$ cat src/logic/asp_map.svh
// register offsets, field positions and frame timing of the serial port unit
// assumes an 8-bit register port with a 3-bit offset
`ifndef ASP_MAP_SVH
`define ASP_MAP_SVH

// ------------------------------------------------------------
// register offsets
// ------------------------------------------------------------
`define ASP_OFS_DATA 3'h0
`define ASP_OFS_IEN 3'h1
`define ASP_OFS_IID 3'h2
`define ASP_OFS_LCTL 3'h3
`define ASP_OFS_MCTL 3'h4
`define ASP_OFS_LSTAT 3'h5
`define ASP_OFS_MSTAT 3'h6
`define ASP_OFS_SCR 3'h7

// ------------------------------------------------------------
// field positions
// ------------------------------------------------------------
`define ASP_LCR_STOP 2
`define ASP_LCR_PAR_ON 3
`define ASP_LCR_EVEN 4
`define ASP_LCR_STICK 5
`define ASP_LCR_BREAK 6
`define ASP_LCR_DIV_ACCESS 7
`define ASP_MCR_LOOP 4

// ------------------------------------------------------------
// identification codes and timing in sixteenths of a bit
// ------------------------------------------------------------
`define ASP_ID_LINE 2'h3
`define ASP_ID_RXDATA 2'h2
`define ASP_ID_TXEMPTY 2'h1
`define ASP_ID_MODEM 2'h0
`define ASP_PH_MID 5'h07
`define ASP_PH_BIT_END 5'h0f
`define ASP_PH_STOP1 5'h0f
`define ASP_PH_STOP15 5'h17
`define ASP_PH_STOP2 5'h1f

`endif

$ cat src/logic/asp_pkg.sv
// types shared by the serial port unit
// assumes nothing of its surroundings
package asp_pkg;

    // frame position, used by both the sender and the receiver
    typedef enum logic [4:0]
    {
        ST_IDLE = 5'h01,
        ST_START = 5'h02,
        ST_DATA = 5'h04,
        ST_PAR = 5'h08,
        ST_STOP = 5'h10
    } asp_frame_t;

endpackage

$ cat src/logic/asp_serial_port.sv
// serial port unit: register port, baud generator, sender, receiver, modem lines
// assumes a host on the same clock giving one-cycle rd_en / wr_en pulses
`timescale 1ns/1ps
`include "asp_map.svh"

// What this block does
// - frame: start, data, optional parity, stop
// - stop select: 1, 1.5 for 5-bit, else 2
// - divisor 1..65535 gives sixteen-times bit tick
// - receiver samples on the same tick
// - offset 0 data, offset 1 enables when clear
// - offsets 2..7 fixed, independent of access bit
// - access bit set: offsets 0,1 are divisor bytes
// - receive buffer read-only, holding register write-only
// - enable bits 0..3 per source, 4..7 zero
// - identification: bit0 low when pending, code, zeros
// - length bits give five to eight data bits
// - stop select, parity on, even, stick parity
// - break forces line low outside loopback; bit7 divisor access
// - modem control drives outputs and loopback
// - line status flags, bit7 reads zero
// - holding empty and both-empty flags
// - modem status change bits
// - modem status present levels
module asp_serial_port
(
    input wire logic clk,
    input wire logic arst_n,
    input wire logic [2:0] addr,
    input wire logic rd_en,
    input wire logic wr_en,
    input wire logic [7:0] wdata,
    output logic [7:0] rdata,
    output logic irq,
    input wire logic sin,
    output logic sout,
    input wire logic cts_n,
    input wire logic dsr_n,
    input wire logic ri_n,
    input wire logic dcd_n,
    output logic dtr_n,
    output logic rts_n,
    output logic out1_n,
    output logic out2_n
);

    // ------------------------------------------------------------
    // state
    // ------------------------------------------------------------
    // pin levels are kept active high: 1 means line low / signal asserted
    typedef struct packed
    {
        logic [7:0] receive_buffer;
        logic [7:0] transmit_holding;
        logic thr_full;
        logic [3:0] interrupt_enable;
        logic [7:0] line_control;
        logic [4:0] modem_control;
        logic [7:0] scr;
        logic [15:0] div;
        logic dr;
        logic oe;
        logic pe;
        logic fe;
        logic bi;
        logic tx_holding_empty_irq;
        logic [3:0] delta;
        logic [3:0] mprev;
        logic [4:0] sync1;
        logic [4:0] sync2;
        logic [15:0] bcnt;
        asp_pkg::asp_frame_t tx_st;
        logic [7:0] tx_sh;
        logic [4:0] tx_ph;
        logic [2:0] tx_bit;
        logic tx_par;
        logic tx_space;
        asp_pkg::asp_frame_t rx_st;
        logic [7:0] rx_sh;
        logic [4:0] rx_ph;
        logic [2:0] rx_bit;
        logic rx_par;
        logic [7:0] rdata;
    } asp_state_t;

    localparam asp_state_t RST_ST = '{tx_st: asp_pkg::ST_IDLE, rx_st: asp_pkg::ST_IDLE, default: '0};

    asp_state_t st_ff;
    asp_state_t nxt_st;

    logic tick;
    logic loop;
    logic [2:0] nbits;
    logic [4:0] stop_end;
    logic rx_line;
    logic [3:0] mlvl;
    logic [7:0] rx_data;
    logic rx_done;
    logic [7:0] interrupt_identification;
    logic [7:0] line_status;
    logic [7:0] modem_status;
    logic [3:0] pend;
    logic div_acc;
    logic thr_wr;

    // parity bit for the given data and line settings
    function automatic logic par_bit(input logic [7:0] d, input logic [2:0] n, input logic [7:0] lc);
        logic [7:0] m;
        m = d & (8'hff >> (3'h7 - n));
        if (lc[`ASP_LCR_STICK])
            par_bit = ~lc[`ASP_LCR_EVEN];
        else
            par_bit = lc[`ASP_LCR_EVEN] ? ^m : ~^m;
    endfunction

    // ------------------------------------------------------------
    // decode of settings and status views
    // ------------------------------------------------------------
    assign loop = st_ff.modem_control[`ASP_MCR_LOOP];
    assign div_acc = st_ff.line_control[`ASP_LCR_DIV_ACCESS];
    assign thr_wr = wr_en && (addr == `ASP_OFS_DATA) && !div_acc;
    assign nbits = 3'h4 + {1'b0, st_ff.line_control[1:0]};
    // 1.5 stop bits only in five-bit mode
    assign stop_end = !st_ff.line_control[`ASP_LCR_STOP] ? `ASP_PH_STOP1 :
                      (st_ff.line_control[1:0] == 2'h0) ? `ASP_PH_STOP15 : `ASP_PH_STOP2;
    // baud tick when the down counter wraps; divisor 0 acts as 1
    assign tick = (st_ff.bcnt == 16'h0000);
    // loopback feeds the sender back and the control bits to the modem inputs
    assign rx_line = loop ? st_ff.tx_space : st_ff.sync2[0];
    assign mlvl = loop ? {st_ff.modem_control[3], st_ff.modem_control[2], st_ff.modem_control[0], st_ff.modem_control[1]} : st_ff.sync2[4:1];
    assign rx_data = st_ff.rx_sh >> (3'h7 - nbits);
    assign rx_done = (st_ff.rx_st == asp_pkg::ST_STOP) && tick && (st_ff.rx_ph == `ASP_PH_MID);

    assign line_status = {1'b0, (st_ff.tx_st == asp_pkg::ST_IDLE) && !st_ff.thr_full, !st_ff.thr_full,
                  st_ff.bi, st_ff.fe, st_ff.pe, st_ff.oe, st_ff.dr};
    assign modem_status = {mlvl, st_ff.delta};

    // sources in priority order: line, data, holding empty, modem
    assign pend[3] = st_ff.interrupt_enable[2] && (st_ff.oe || st_ff.pe || st_ff.fe || st_ff.bi);
    assign pend[2] = st_ff.interrupt_enable[0] && st_ff.dr;
    assign pend[1] = st_ff.interrupt_enable[1] && st_ff.tx_holding_empty_irq;
    assign pend[0] = st_ff.interrupt_enable[3] && (st_ff.delta != 4'h0);

    always_comb
    begin
        interrupt_identification = 8'h01;
        if (pend[3])
            interrupt_identification = {5'h00, `ASP_ID_LINE, 1'b0};
        else if (pend[2])
            interrupt_identification = {5'h00, `ASP_ID_RXDATA, 1'b0};
        else if (pend[1])
            interrupt_identification = {5'h00, `ASP_ID_TXEMPTY, 1'b0};
        else if (pend[0])
            interrupt_identification = {5'h00, `ASP_ID_MODEM, 1'b0};
    end

    // ------------------------------------------------------------
    // next state
    // ------------------------------------------------------------
    always_comb
    begin
        nxt_st = st_ff;

        // two-stage synchronisers, stored active high
        nxt_st.sync1 = {~dcd_n, ~ri_n, ~dsr_n, ~cts_n, ~sin};
        nxt_st.sync2 = st_ff.sync1;

        // baud generator
        nxt_st.bcnt = tick ? ((st_ff.div == 16'h0000) ? 16'h0000 : st_ff.div - 16'h0001)
                           : st_ff.bcnt - 16'h0001;

        // register reads with their side effects; set below wins over clear
        if (rd_en)
        begin
            case (addr)
                `ASP_OFS_DATA:
                begin
                    nxt_st.rdata = div_acc ? st_ff.div[7:0] : st_ff.receive_buffer;
                    if (!div_acc)
                        nxt_st.dr = 1'b0;
                end
                `ASP_OFS_IEN:
                    nxt_st.rdata = div_acc ? st_ff.div[15:8] : {4'h0, st_ff.interrupt_enable};
                `ASP_OFS_IID:
                begin
                    nxt_st.rdata = interrupt_identification;
                    if (interrupt_identification[2:0] == {`ASP_ID_TXEMPTY, 1'b0})
                        nxt_st.tx_holding_empty_irq = 1'b0;
                end
                `ASP_OFS_LCTL:
                    nxt_st.rdata = st_ff.line_control;
                `ASP_OFS_MCTL:
                    nxt_st.rdata = {3'h0, st_ff.modem_control};
                `ASP_OFS_LSTAT:
                begin
                    nxt_st.rdata = line_status;
                    nxt_st.oe = 1'b0;
                    nxt_st.pe = 1'b0;
                    nxt_st.fe = 1'b0;
                    nxt_st.bi = 1'b0;
                end
                `ASP_OFS_MSTAT:
                begin
                    nxt_st.rdata = modem_status;
                    nxt_st.delta = 4'h0;
                end
                default:
                    nxt_st.rdata = st_ff.scr;
            endcase
        end

        // register writes; holding register cannot be read back
        if (wr_en)
        begin
            case (addr)
                `ASP_OFS_DATA:
                    if (div_acc)
                        nxt_st.div[7:0] = wdata;
                    else
                    begin
                        nxt_st.transmit_holding = wdata;
                        nxt_st.thr_full = 1'b1;
                        nxt_st.tx_holding_empty_irq = 1'b0;
                    end
                `ASP_OFS_IEN:
                    if (div_acc)
                        nxt_st.div[15:8] = wdata;
                    else
                        nxt_st.interrupt_enable = wdata[3:0];
                `ASP_OFS_LCTL:
                    nxt_st.line_control = wdata;
                `ASP_OFS_MCTL:
                    nxt_st.modem_control = wdata[4:0];
                `ASP_OFS_SCR:
                    nxt_st.scr = wdata;
                default:
                    nxt_st.scr = st_ff.scr;
            endcase
        end

        // modem change detection; ring counts only its trailing edge
        nxt_st.mprev = mlvl;
        nxt_st.delta[0] = nxt_st.delta[0] | (mlvl[0] ^ st_ff.mprev[0]);
        nxt_st.delta[1] = nxt_st.delta[1] | (mlvl[1] ^ st_ff.mprev[1]);
        nxt_st.delta[2] = nxt_st.delta[2] | (st_ff.mprev[2] & ~mlvl[2]);
        nxt_st.delta[3] = nxt_st.delta[3] | (mlvl[3] ^ st_ff.mprev[3]);

        // sender, advancing one sixteenth per tick
        if (tick)
        begin
            nxt_st.tx_ph = st_ff.tx_ph + 5'h01;
            case (st_ff.tx_st)
                asp_pkg::ST_IDLE:
                begin
                    nxt_st.tx_ph = 5'h00;
                    if (st_ff.thr_full)
                    begin
                        nxt_st.tx_sh = st_ff.transmit_holding;
                        nxt_st.tx_par = par_bit(st_ff.transmit_holding, nbits, st_ff.line_control);
                        // a same-cycle write keeps the holding register full
                        nxt_st.thr_full = thr_wr;
                        nxt_st.tx_holding_empty_irq = !thr_wr;
                        nxt_st.tx_space = 1'b1;
                        nxt_st.tx_st = asp_pkg::ST_START;
                    end
                end
                asp_pkg::ST_START:
                    if (st_ff.tx_ph == `ASP_PH_BIT_END)
                    begin
                        nxt_st.tx_ph = 5'h00;
                        nxt_st.tx_bit = 3'h0;
                        nxt_st.tx_space = ~st_ff.tx_sh[0];
                        nxt_st.tx_st = asp_pkg::ST_DATA;
                    end
                asp_pkg::ST_DATA:
                    if (st_ff.tx_ph == `ASP_PH_BIT_END)
                    begin
                        nxt_st.tx_ph = 5'h00;
                        nxt_st.tx_sh = st_ff.tx_sh >> 1;
                        nxt_st.tx_bit = st_ff.tx_bit + 3'h1;
                        nxt_st.tx_space = ~st_ff.tx_sh[1];
                        if (st_ff.tx_bit == nbits)
                        begin
                            nxt_st.tx_space = st_ff.line_control[`ASP_LCR_PAR_ON] ? ~st_ff.tx_par : 1'b0;
                            nxt_st.tx_st = st_ff.line_control[`ASP_LCR_PAR_ON] ? asp_pkg::ST_PAR : asp_pkg::ST_STOP;
                        end
                    end
                asp_pkg::ST_PAR:
                    if (st_ff.tx_ph == `ASP_PH_BIT_END)
                    begin
                        nxt_st.tx_ph = 5'h00;
                        nxt_st.tx_space = 1'b0;
                        nxt_st.tx_st = asp_pkg::ST_STOP;
                    end
                asp_pkg::ST_STOP:
                    if (st_ff.tx_ph == stop_end)
                        nxt_st.tx_st = asp_pkg::ST_IDLE;
                default:
                    nxt_st.tx_st = asp_pkg::ST_IDLE;
            endcase
        end

        // receiver: a low line starts a frame, each bit sampled mid-cell
        if (tick)
        begin
            nxt_st.rx_ph = st_ff.rx_ph + 5'h01;
            case (st_ff.rx_st)
                asp_pkg::ST_IDLE:
                begin
                    nxt_st.rx_ph = 5'h00;
                    if (rx_line)
                        nxt_st.rx_st = asp_pkg::ST_START;
                end
                asp_pkg::ST_START:
                    // a start shorter than half a bit is a glitch
                    if (st_ff.rx_ph == `ASP_PH_MID && !rx_line)
                        nxt_st.rx_st = asp_pkg::ST_IDLE;
                    else if (st_ff.rx_ph == `ASP_PH_BIT_END)
                    begin
                        nxt_st.rx_ph = 5'h00;
                        nxt_st.rx_bit = 3'h0;
                        nxt_st.rx_st = asp_pkg::ST_DATA;
                    end
                asp_pkg::ST_DATA:
                    if (st_ff.rx_ph == `ASP_PH_MID)
                        nxt_st.rx_sh = {~rx_line, st_ff.rx_sh[7:1]};
                    else if (st_ff.rx_ph == `ASP_PH_BIT_END)
                    begin
                        nxt_st.rx_ph = 5'h00;
                        nxt_st.rx_bit = st_ff.rx_bit + 3'h1;
                        if (st_ff.rx_bit == nbits)
                            nxt_st.rx_st = st_ff.line_control[`ASP_LCR_PAR_ON] ? asp_pkg::ST_PAR : asp_pkg::ST_STOP;
                    end
                asp_pkg::ST_PAR:
                    if (st_ff.rx_ph == `ASP_PH_MID)
                        nxt_st.rx_par = ~rx_line;
                    else if (st_ff.rx_ph == `ASP_PH_BIT_END)
                    begin
                        nxt_st.rx_ph = 5'h00;
                        nxt_st.rx_st = asp_pkg::ST_STOP;
                    end
                asp_pkg::ST_STOP:
                    // ends mid-stop so the next start edge is not missed
                    if (st_ff.rx_ph == `ASP_PH_MID)
                        nxt_st.rx_st = asp_pkg::ST_IDLE;
                default:
                    nxt_st.rx_st = asp_pkg::ST_IDLE;
            endcase
        end

        // character complete: status set wins over a same-cycle read clear
        if (rx_done)
        begin
            nxt_st.receive_buffer = rx_data;
            nxt_st.dr = 1'b1;
            nxt_st.oe = st_ff.oe | (st_ff.dr && !(rd_en && addr == `ASP_OFS_DATA && !div_acc));
            nxt_st.fe = st_ff.fe | rx_line;
            nxt_st.pe = st_ff.pe | (st_ff.line_control[`ASP_LCR_PAR_ON] && (st_ff.rx_par != par_bit(rx_data, nbits, st_ff.line_control)));
            // parity cell counts only when parity is on; rx_par is stale otherwise
            nxt_st.bi = st_ff.bi | (rx_line && rx_data == 8'h00 && !(st_ff.line_control[`ASP_LCR_PAR_ON] && st_ff.rx_par));
        end
    end

    // ------------------------------------------------------------
    // registers and outputs
    // ------------------------------------------------------------
    always_ff @(posedge clk or negedge arst_n)
    begin
        if (!arst_n)
            st_ff <= RST_ST;
        else
            st_ff <= nxt_st;
    end

    assign rdata = st_ff.rdata;
    assign irq = !interrupt_identification[0];
    // break and loopback hold the line; loopback parks it at mark
    assign sout = loop | (!st_ff.tx_space && !st_ff.line_control[`ASP_LCR_BREAK]);
    assign dtr_n = ~st_ff.modem_control[0] | loop;
    assign rts_n = ~st_ff.modem_control[1] | loop;
    assign out1_n = ~st_ff.modem_control[2] | loop;
    assign out2_n = ~st_ff.modem_control[3] | loop;
endmodule // asp_serial_port

$ cat config.mk
export PLATFORM = sky130hd
export DESIGN_NAME = asp_serial_port
export DESIGN_NICKNAME = d
export VERILOG_FILES = /design/src/logic/asp_pkg.sv /design/src/logic/asp_serial_port.sv
export VERILOG_INCLUDE_DIRS = /design/src /design/src/logic
export SDC_FILE = /design/constraint.sdc
export NUM_CORES = 1
export LEC_CHECK = 0
export ABC_CLOCK_PERIOD_IN_PS = 3400
export BUFFER_PORTS_ARGS = -buffer_cell sky130_fd_sc_hd__buf_2
export CAP_MARGIN = 20
export CORE_MARGIN = 2
export CORE_UTILIZATION = 45
export CTS_CLUSTER_SIZE = 14
export DETAILED_ROUTE_END_ITERATION = 8
export GPL_ROUTABILITY_DRIVEN = 1
export GPL_TIMING_DRIVEN = 1
export HOLD_SLACK_MARGIN = 0.12
export SLEW_MARGIN = 5
export SYNTH_ARGS = -nofsm -noshare
export SYNTH_HDL_FRONTEND = slang
export SYNTH_SLANG_ARGS = --single-unit
$ cat constraint.sdc
create_clock -name clk -period 3.4 [get_ports clk]
set_input_delay 0.68 -clock clk [delete_from_list [all_inputs] [get_ports clk]]
set_output_delay 0.68 -clock clk [all_outputs]
set_load 0.05 [all_outputs]
==> results of run 1 <==
## per-layer routing
metal	vias up	part of all wire (%)
li1	2996	-
met1	3193	45
met2	180	48
met3	23	5.4
met4	0	1.7
met5	-	0
## cells by family after synthesis
logic type	count (synthesis)	synth area share, %
AOI/OAI and AO/OA	164	12.2
DFF	151	46.2
buffers and inverters	84	4.37
and+or+nand+nor	283	17.3
adders and majority gates	12	1.83
xor gates and xnor gates	43	4.94
muxes	95	13.1
## cells in the mapped netlist (all sizes together), types with 9 or more instances
cell,count
dfrtp,149
nand2,92
mux2,76
o21ai,66
nor2,53
nand3,36
inv,35
a21oi,32
clkbuf,30
xnor2,24
buf,19
mux2i,17
nor3,17
xor2,17
nand2b,15
nor2b,13
a31oi,12
ha,12
o22ai,9
or3,9
## layout by cell type (no fill, tap or decap), types with 13 or more instances in the layout
cell and count:
buf_4 13, nor3_1 16, mux2_2 76, a21oi_1 32, xnor2_1 24, nand2_1 92, o21ai_0 66, buf_2 32
nor2_1 53, dfrtp_1 149, nand3_1 36, mux2i_1 17, xor2_1 17, inv_1 35, nand2b_1 15, clkbuf_16 17
## power groups by stage
stage	sequential, mW	combinational, mW	clock [mW]
after floorplan	2.39	1.11	0
final	2.55	1.35	1.94
after global routing	2.60	1.50	2.07
after global placement	2.55	1.32	0
after detailed placement	2.57	1.35	0
after CTS	2.54	1.36	1.98
## flip-flops by register name, indices dropped and copies added, names as in the netlist
name          count
modem_status      4
div_acc           1
line_status       5
rdata             8
st_ff           127
loop              1
nxt_st            5
## cell type report
cell class / instances / area [um2]
Tap cell: 229 / 287
Fill cell: 1643 / 8780
Sequential cell: 151 / 3780
Timing Repair Buffer: 46 / 269
Inverter: 35 / 131
Clock buffer: 17 / 425
Clock inverter: 15 / 180
Multi-Input combinational cell: 597 / 4050
## how the worst min path moves through the flow
| stage | slack [ns] | start | cells past startpoint | to |
|---|---|---|---|---|
| after floorplan | 0.33 | nxt_st[69]$_DFF_PN0_ | 0 | st_ff[69]$_DFF_PN0_ |
| after global placement | 0.33 | nxt_st[73]$_DFF_PN0_ | 0 | st_ff[73]$_DFF_PN0_ |
| after detailed placement | 0.34 | nxt_st[73]$_DFF_PN0_ | 0 | st_ff[73]$_DFF_PN0_ |
| after CTS | 0.21 | arst_n | 1 | st_ff[33]$_DFFE_PN0P_ |
| after global routing | 0.21 | arst_n | 1 | st_ff[33]$_DFFE_PN0P_ |
| final | 0.19 | arst_n | 1 | st_ff[33]$_DFFE_PN0P_ |
## worst max-delay path, delay by kind of cell, from the launching register on
kind	cells	cell delay (ns)
mux	1	0.41
flops	1	0.42
simple gates	4	2.05
==> results.cfg, run 1 <==
[outcome]
run_status = finished, final reports clean

[logic_synthesis]
ys.flop_type = dfrtp_1
syn-num-nets = 864
synth_cell_types = 69
syn_inst = 832
yosysTopAreaCellShare_pct = 45.6
synth_area_leader_cell = dfrtp_1
ys_ff_latch = 151
synth_edf_count = 0
synth_seq_area_share_pct = 46.2
async_flop_share_pct = 100
synth_area_mm2 = 0.00819
avgSynthCellArea_um2 = 9.84
synth_area_leaders = dfrtp_1 (46%), mux2_2 (10%), nand2_1 (4.2%), o21ai_0 (4.0%), xnor2_1 (2.6%)
yosysWarnings = 0

[cells_and_area]
layout.nets = 880
antennaDiodeCount = 0
final_util_pct = 51.0
areaGrowthSynthToFinish_pct = 11.4
design_area_mm2 = 0.00912
drive_gt1_share_pct = 19.7
stdcell_count = 1090

[worst_setup_path]
path_cells = nor4_1 -> nand4b_1 -> nand2b_1 -> nor3_2 -> mux2_2
cp-start-kind = register
rr_startpoint = st_ff[55]$_DFF_PN0_
cp.arrival_ns = 3.30
ff2ff_path_depth = 5
r2r_slack_ns = 0.40
worstSetupStartpoint = st_ff[55]$_DFF_PN0_
worstSetupPathType = register to register
slowest_delay_ns = 0.62
crit_end = st_ff[21]$_DFFE_PN0P_
r2r-end = st_ff[21]$_DFFE_PN0P_
cp_slowest_cell = nor4_1
end_kind = register
crit_required_ns = 3.70
crit_path_max_fanout = 8

[sta]
tightestPinTransition_ns = 0.770
rsz0062_at_grt = no
whs_ns = 0.194
drv_slew = 0
fin_ws_ns = 0.399
post-route-period-util_pct = 88.3
finalSetupViolCount = 0
max_freq_ghz = 0.333
clock_skew_ns = 0.00947
hold_viol = 0
fin_crit_ns = 3.00
fin_tns_setup_ns = 0
relSlewSlack_pct = 47.2

[grt]
grt_max_degree = 52
use_met2_pct = 35.1
gr-total-overflow = 0
grt_use_met1_pct = 29.8
grt_usage_pct = 21.7
grt.met3_usage_pct = 4.56
grt_most_used_layer = met2
grt_pass1_wl_mm = 33.3
antenna_found_initial = 0
grt_pass1_vias = 6259

[clock_network]
cts_hold_buffers = 0
clockRootBuffer = clkbuf_16
worst_skew_pair.late_latency_ns = 0.42
cts_inserted_buffers = 17
cts_buffer_depth = 2
cts_sinks = 151
clk_pin_slew_ns = 0.07
cts_resized = 0
h-tree-depth = 4
post_cts_buffers = 0
cts_tree = yes

[placed_design]
dpl.cell_count = 1058
pre_cts_ws_ns = 0.409
port_buffers = 33
place_area_mm2 = 0.00852
dpl.hpwl_mm = 14.6
globalplace.congestion = 0.879

[job]
drv_cap = 0

[floorplan]
rows = 49
die_area_mm2 = 0.0193
die_w_um = 139
core-area_mm2 = 0.0179
ios = 34
start_util_pct = 45.7
fp.dieH_um = 139

[drt]
vias = 6392
firstDrtPassIters = 5
vias_per_cell = 5.86
first_iter_violations = 423
drc = 0
detail-route-antenna-nets = 0
routed_wl_mm = 20.4
wl_per_cell_um = 18.7

[pwr]
max-vdd-ir-drop_uv = 431
pwr-share-comb_pct = 23.1
p_clk_share_pct = 33.2
p_total_mw = 5.85
p_int_mw = 3.86
switching_power_mw = 1.99
powerDensity_mw_per_mm2 = 641
p_leak_nw = 3.95
p_seq_share_pct = 43.6
p_sw_share_pct = 34.0

[min_path]
hold_class = input pin to asynchronous set/reset pin
(Power assumes the default switching activity.)
==> run 2, diff against run 1 <==
--- a/config.mk
+++ b/config.mk
@@ -6,6 +6,7 @@
 export SDC_FILE = /design/constraint.sdc
 export NUM_CORES = 1
 export LEC_CHECK = 0
+export ABC_AREA = 1
 export ABC_CLOCK_PERIOD_IN_PS = 3400
 export BUFFER_PORTS_ARGS = -buffer_cell sky130_fd_sc_hd__buf_2
 export CAP_MARGIN = 20
==> run 2 against run 1 <==
Effect of this change: clock skew grew 0.0041 ns; hold slack improved by 0.013 ns; largest power group unchanged; sequential power is 5% lower; critical path type unchanged; register-to-register slack improved by 0.42 ns; largest cell class unchanged.
==> results.cfg, run 2 <==
[sta]
max_freq_ghz = 0.387
drv_slew = 0
rsz0062_at_grt = no
whs_ns = 0.208
finalSetupViolCount = 0
tightestPinTransition_ns = 0.817
fin_tns_setup_ns = 0
post-route-period-util_pct = 76.0
fin_crit_ns = 2.58
relSlewSlack_pct = 45.6
clock_skew_ns = 0.0135
fin_ws_ns = 0.815
hold_viol = 0

[worst_setup_path]
cp.arrival_ns = 2.91
rr_startpoint = st_ff[122]$_DFFE_PN0P_
cp-start-kind = register
slowest_delay_ns = 0.81
end_kind = register
crit_path_max_fanout = 21
path_cells = inv_2 -> a21oi_1 -> o21ai_0 -> o21ai_0 -> ha_1 -> xor2_1 -> nand3_1 -> nand2_1 -> nand2_1 -> nand2_1 -> nand3_1 -> nand3_1 -> nand2_1
crit_buf_inv = 1
worstSetupPathType = register to register
crit_family = flip-flops
worstSetupStartpoint = st_ff[122]$_DFFE_PN0P_
cp_slowest_cell = dfrtp_1
crit_required_ns = 3.73
crit_top_cell = nand2_1

[logic_synthesis]
synthSimpleGateAreaFrac_pct = 26.3
synth-adder-area-share_pct = 1.82
synth_top_family_by_area = simple AND/OR/NAND/NOR gates
ys.flop_type = dfrtp_1
yosysTopAreaCellShare_pct = 45.2
synth_area_leader_cell = dfrtp_1
avgSynthCellArea_um2 = 7.89
synth_cell_types = 50
synth-compound-area-share_pct = 14.4
muxShareOfSynthArea_pct = 0.121
yosysWarnings = 0
syn-num-nets = 1077
synth_edf_count = 0
async_flop_share_pct = 100
synth_seq_area_share_pct = 45.9
synth.most_common_cell = nand2_1
synth_xor_area_share_pct = 3.61
syn_inst = 1045
synth_area_leaders = dfrtp_1 (45%), nand2_1 (13%), o21ai_0 (5.4%), inv_1 (5.1%), nand3_1 (3.8%)
ys_top_cells_by_count = nand2_1 (287), dfrtp_1 (149), inv_1 (111), o21ai_0 (89), nor2_1 (73)
ys_ff_latch = 151
synth_area_mm2 = 0.00824

[cells_and_area]
areaGrowthSynthToFinish_pct = 10.7
layout_commonest_cell = nand2_1
antennaDiodeCount = 0
final_cell_mix = nand2_1 (287), dfrtp_1 (149), inv_1 (111), o21ai_0 (89), nor2_1 (73)
largest_register_ffs = 127
drive_gt1_share_pct = 12.0
final_util_pct = 50.8
regMostFlops = st_ff
layout.nets = 1100

[pwr]
p_leak_nw = 4.38
p_clk_share_pct = 32.4
pwr-share-comb_pct = 26.1
p_seq_share_pct = 41.5
p_sw_share_pct = 37.3
p_int_mw = 3.68
switching_power_mw = 2.19
max-vdd-ir-drop_uv = 386
powerDensity_mw_per_mm2 = 643
p_total_mw = 5.87

[placed_design]
dpl.hpwl_mm = 15.5
pre_cts_ws_ns = 0.843
globalplace.congestion = 0.926
port_buffers = 33

[floorplan]
ios = 34
start_util_pct = 45.9
die_area_mm2 = 0.0194
core-area_mm2 = 0.0180
rows = 49
die_w_um = 139
fp.dieH_um = 139

[grt]
grt_pass1_wl_mm = 34.5
grt_pass1_vias = 6446
grt_max_degree = 94
antenna_found_initial = 0
gr-total-overflow = 0
grt_usage_pct = 22.4

[clock_network]
post_cts_buffers = 0
cts_hold_buffers = 0
cts_inserted_buffers = 17
cts_resized = 0
cts_buffer_depth = 2
cts_sinks = 151
clockRootBuffer = clkbuf_16
worst_skew_pair.late_latency_ns = 0.43
cts_tree = yes
clk_pin_slew_ns = 0.07
h-tree-depth = 4

[drt]
firstDrtPassIters = 5
first_iter_violations = 560
vias = 6826
routed_wl_mm = 20.9
vias_per_cell = 5.21
detail-route-antenna-nets = 0
drc = 0
wl_per_cell_um = 15.9

[job]
drv_cap = 0

[min_path]
hold_class = input pin to asynchronous set/reset pin

[outcome]
run_status = finished, final reports clean
run 2: cell types whose count changed after synthesis, moves of 20 or more:
cell | previous run | this run
clkbuf_1 | 30 | 9
o21ai_0 | 66 | 89
mux2_2 | 76 | 0
nand2_1 | 92 | 287
nor2_1 | 53 | 73
inv_1 | 35 | 111
nand3_1 | 36 | 62
o21ai_1 | 0 | 30
run 2: routing by layer:
layer / vias to the layer above / share of wire [%] / global-route usage (%)
met5: - / 0 / 0
met4: 0 / 1.4 / 5.95
met3: 22 / 4.9 / 4.37
met2: 169 / 47 / 35.9
met1: 3169 / 47 / 31.2
li1: 3466 / - / -
run 2: worst paths after layout:
kind	to	slack, ns	cells after the start
min	st_ff[53]$_DFF_PN0_	0.21	1
max in group asynchronous	line_status[2]$_DFFE_PN0P_	2.31	2
min in group clk	st_ff[71]$_DFF_PN0_	0.35	0
max	line_status[2]$_DFFE_PN0P_	0.82	13
min reg2reg	st_ff[71]$_DFF_PN0_	0.35	0
max reg2reg	line_status[2]$_DFFE_PN0P_	0.82	13
run 2: per-stage QoR:
stage / cells / cell area, um2
finish: 1310 / 9130
global route: 1310 / 9130
CTS: 1310 / 9130
global placement: 1278 / 8540
floorplan: 1045 / 8240
detailed placement: 1278 / 8540
run 2: power groups by stage:
stage / Clock, mW / Combinational (mW) / Sequential, mW
2_1_floorplan: 0 / 1.24 / 2.35
3_3_place_gp: 0 / 1.51 / 2.46
3_5_place_dp: 0 / 1.53 / 2.46
4_1_cts: 1.93 / 1.55 / 2.43
5_1_grt: 2.01 / 1.75 / 2.47
6_report: 1.91 / 1.53 / 2.43
run 2: cell type report:
class | count | area, um2
inverter | 124 | 465
sequential | 151 | 3780
clock buffer | 18 | 429
clock inverter | 14 | 154
timing repair buffer | 35 | 199
fill | 1744 | 8840
multi-input combinational | 739 | 3810
tap | 229 | 287
run 2: cells by family after synthesis:
logic type      Yosys count
buf+inv                 155
flops                   151
simple gates            485
xor+xnor                 34
fa+ha+maj                12
compound gates          207
mux                       1
==> run 3, diff against run 2 <==
--- a/config.mk
+++ b/config.mk
@@ -7,7 +7,7 @@
 export NUM_CORES = 1
 export LEC_CHECK = 0
 export ABC_AREA = 1
-export ABC_CLOCK_PERIOD_IN_PS = 3400
+export ABC_CLOCK_PERIOD_IN_PS = 2600
 export BUFFER_PORTS_ARGS = -buffer_cell sky130_fd_sc_hd__buf_2
 export CAP_MARGIN = 20
 export CORE_MARGIN = 2
==> constraint.sdc (replaced) <==
create_clock -name clk -period 2.6 [get_ports clk]
set_input_delay 0.52 -clock clk [delete_from_list [all_inputs] [get_ports clk]]
set_output_delay 0.52 -clock clk [all_outputs]
set_load 0.05 [all_outputs]
==> run 3 against run 2 <==
Effect of this change: non-clock buffer count is 10 higher; clock skew is 0.0059 ns lower; highest routed layer unchanged; count of clock-buffer cells in the layout is 1 lower; largest power group unchanged.
==> results.cfg, run 3 (synthesized netlist as in run 2, its figures left out) <==
[drt]
first_iter_violations = 547
firstDrtPassIters = 5
drc = 0
wl_per_cell_um = 16.2
vias_per_cell = 5.26
routed_wl_mm = 21.3
vias = 6944
detail-route-antenna-nets = 0

[cells_and_area]
largest_register_ffs = 127
layout_commonest_cell = nand2_1
stdcell_count = 1320
drive_gt1_share_pct = 12.8
layout.nets = 1110
areaGrowthSynthToFinish_pct = 12.1
final_cell_mix = nand2_1 (287), dfrtp_1 (149), inv_1 (111), o21ai_0 (89), nor2_1 (73)
regMostFlops = st_ff
final_util_pct = 51.4
antennaDiodeCount = 0
design_area_mm2 = 0.00924
fillers = 1735

[worst_setup_path]
cp.arrival_ns = 2.60
r2r-end = st_ff[44]$_DFFE_PN0P_
slowest_delay_ns = 0.66
worstSetupPathType = register to register
rr_startpoint = st_ff[35]$_DFFE_PN0P_
path_cells = ha_1 -> nand2_1 -> nor2_1 -> ha_1 -> inv_1 -> nor2_4 -> o21ai_2 -> nor2_1 -> a21oi_2
cp-start-kind = register
cp_slowest_cell = o21ai_2
r2r_slack_ns = 0.36
crit_required_ns = 2.96
ff2ff_path_depth = 9
crit_path_max_fanout = 16
end_kind = register

[clock_network]
cts_tree = yes
clockRootBuffer = clkbuf_16
clk_pin_slew_ns = 0.07
cts_inserted_buffers = 17
worst_skew_pair.late_latency_ns = 0.43
h-tree-depth = 4
cts_sinks = 151
post_cts_buffers = 0
cts_resized = 0
cts_buffer_depth = 2

[grt]
grt_pass1_wl_mm = 35.7
grt_usage_pct = 23.2
grt_pass1_vias = 6857
antenna_found_initial = 0
grt_max_degree = 53
gr-total-overflow = 0

[min_path]
hold_class = input pin to register
hold_path.startpoint = dsr_n
min_to = nxt_st[71]$_DFF_PN0_
whs_path_depth = 2

[placed_design]
dpl.cell_count = 1287
pre_cts_ws_ns = 0.393
place_area_mm2 = 0.00861
dpl.hpwl_mm = 16.0
globalplace.congestion = 0.913
port_buffers = 33

[sta]
hold_viol = 0
relSlewSlack_pct = 44.3
fin_crit_ns = 2.24
max_freq_ghz = 0.447
fin_ws_ns = 0.362
post-route-period-util_pct = 86.1
clock_skew_ns = 0.00765
tightestPinTransition_ns = 0.835
fin_tns_setup_ns = 0
drv_slew = 0
rsz0062_at_grt = no
finalSetupViolCount = 0

[pwr]
p_leak_nw = 4.45
powerDensity_mw_per_mm2 = 847
max-vdd-ir-drop_uv = 469

[outcome]
run_status = finished, final reports clean

[floorplan]
start_util_pct = 45.9
ios = 34
die_area_mm2 = 0.0194
fp.dieH_um = 139
die_w_um = 139
rows = 49
core-area_mm2 = 0.0180

[job]
drv_cap = 0
[run 3: changes by cell type in the layout (fill, tap and decap cells not counted)]
cell           delta
buf_4             +9
bufinv_16         +1
clkbuf_1          -1
clkinv_2          +1
clkinv_4          +1
clkinv_8          +1
dlygate4sd3_1     +1
inv_6             -3
[run 3: cell type report]
type | instances | area, um2 | share of cell area [%]
multi-input cells | 739 | 3810 | 41.3
flip-flops and latches | 151 | 3780 | 40.9
inverters | 124 | 465 | 5.04
clock buffers | 17 | 425 | 4.61
well taps | 229 | 287 | 3.10
repair buffers | 45 | 277 | 2.99
clock inverters | 15 | 188 | 2.03
[run 3: critical path, delay by kind of cell (launching register included)]
kind / cells / cell delay [ns]
AO/OA/AOI/OAI: 2 / 0.80
adder cells (fa/ha/maj): 2 / 0.45
buffers and inverters: 1 / 0.15
flip-flops: 1 / 0.40
AND/OR/NAND/NOR: 4 / 0.37
[run 3: power breakdown]
group	switching, mW	internal, mW	total [mW]
clock	1.14	1.46	2.60
combinational	1.35	0.719	2.07
sequential	0.411	2.75	3.16
total	2.90	4.93	7.82
[run 3: metal layers]
| layer | global-route usage [%] | wire length [um] | vias up |
|---|---|---|---|
| met5 | 0 | 0 | - |
| li1 | - | - | 3484 |
| met1 | 31.2 | 9790 | 3273 |
| met4 | 6.96 | 522 | 0 |
| met3 | 5.71 | 965 | 36 |
| met2 | 37.4 | 10100 | 151 |
[run 3: repair_timing]
item                                   CTS  global route
endpoints found under the hold margin   46             0
setup endpoints to repair                0             0
hold buffers                             1             0
[run 3: stage by stage]
stage	hold WS, ns	power, mW
2_1_floorplan	0.224	4.68
3_3_place_gp	0.333	5.23
3_5_place_dp	0.335	5.27
4_1_cts	0.211	7.87
5_1_grt	0.216	8.31
6_report	0.222	7.82
[run 3: worst max path at each step]
| stage | startpoint | slack (ns) | endpoint |
|---|---|---|---|
| 6_report | st_ff[35]$_DFFE_PN0P_ | 0.36 | st_ff[44]$_DFFE_PN0P_ |
| 5_1_grt | st_ff[35]$_DFFE_PN0P_ | 0.12 | st_ff[44]$_DFFE_PN0P_ |
| 4_1_cts | st_ff[35]$_DFFE_PN0P_ | 0.38 | st_ff[43]$_DFFE_PN0P_ |
| 3_5_place_dp | st_ff[35]$_DFFE_PN0P_ | 0.39 | st_ff[46]$_DFFE_PN0P_ |
| 3_3_place_gp | st_ff[35]$_DFFE_PN0P_ | 0.44 | st_ff[42]$_DFFE_PN0P_ |
| 2_1_floorplan | st_ff[128]$_DFFE_PN0P_ | 0.60 | sout |
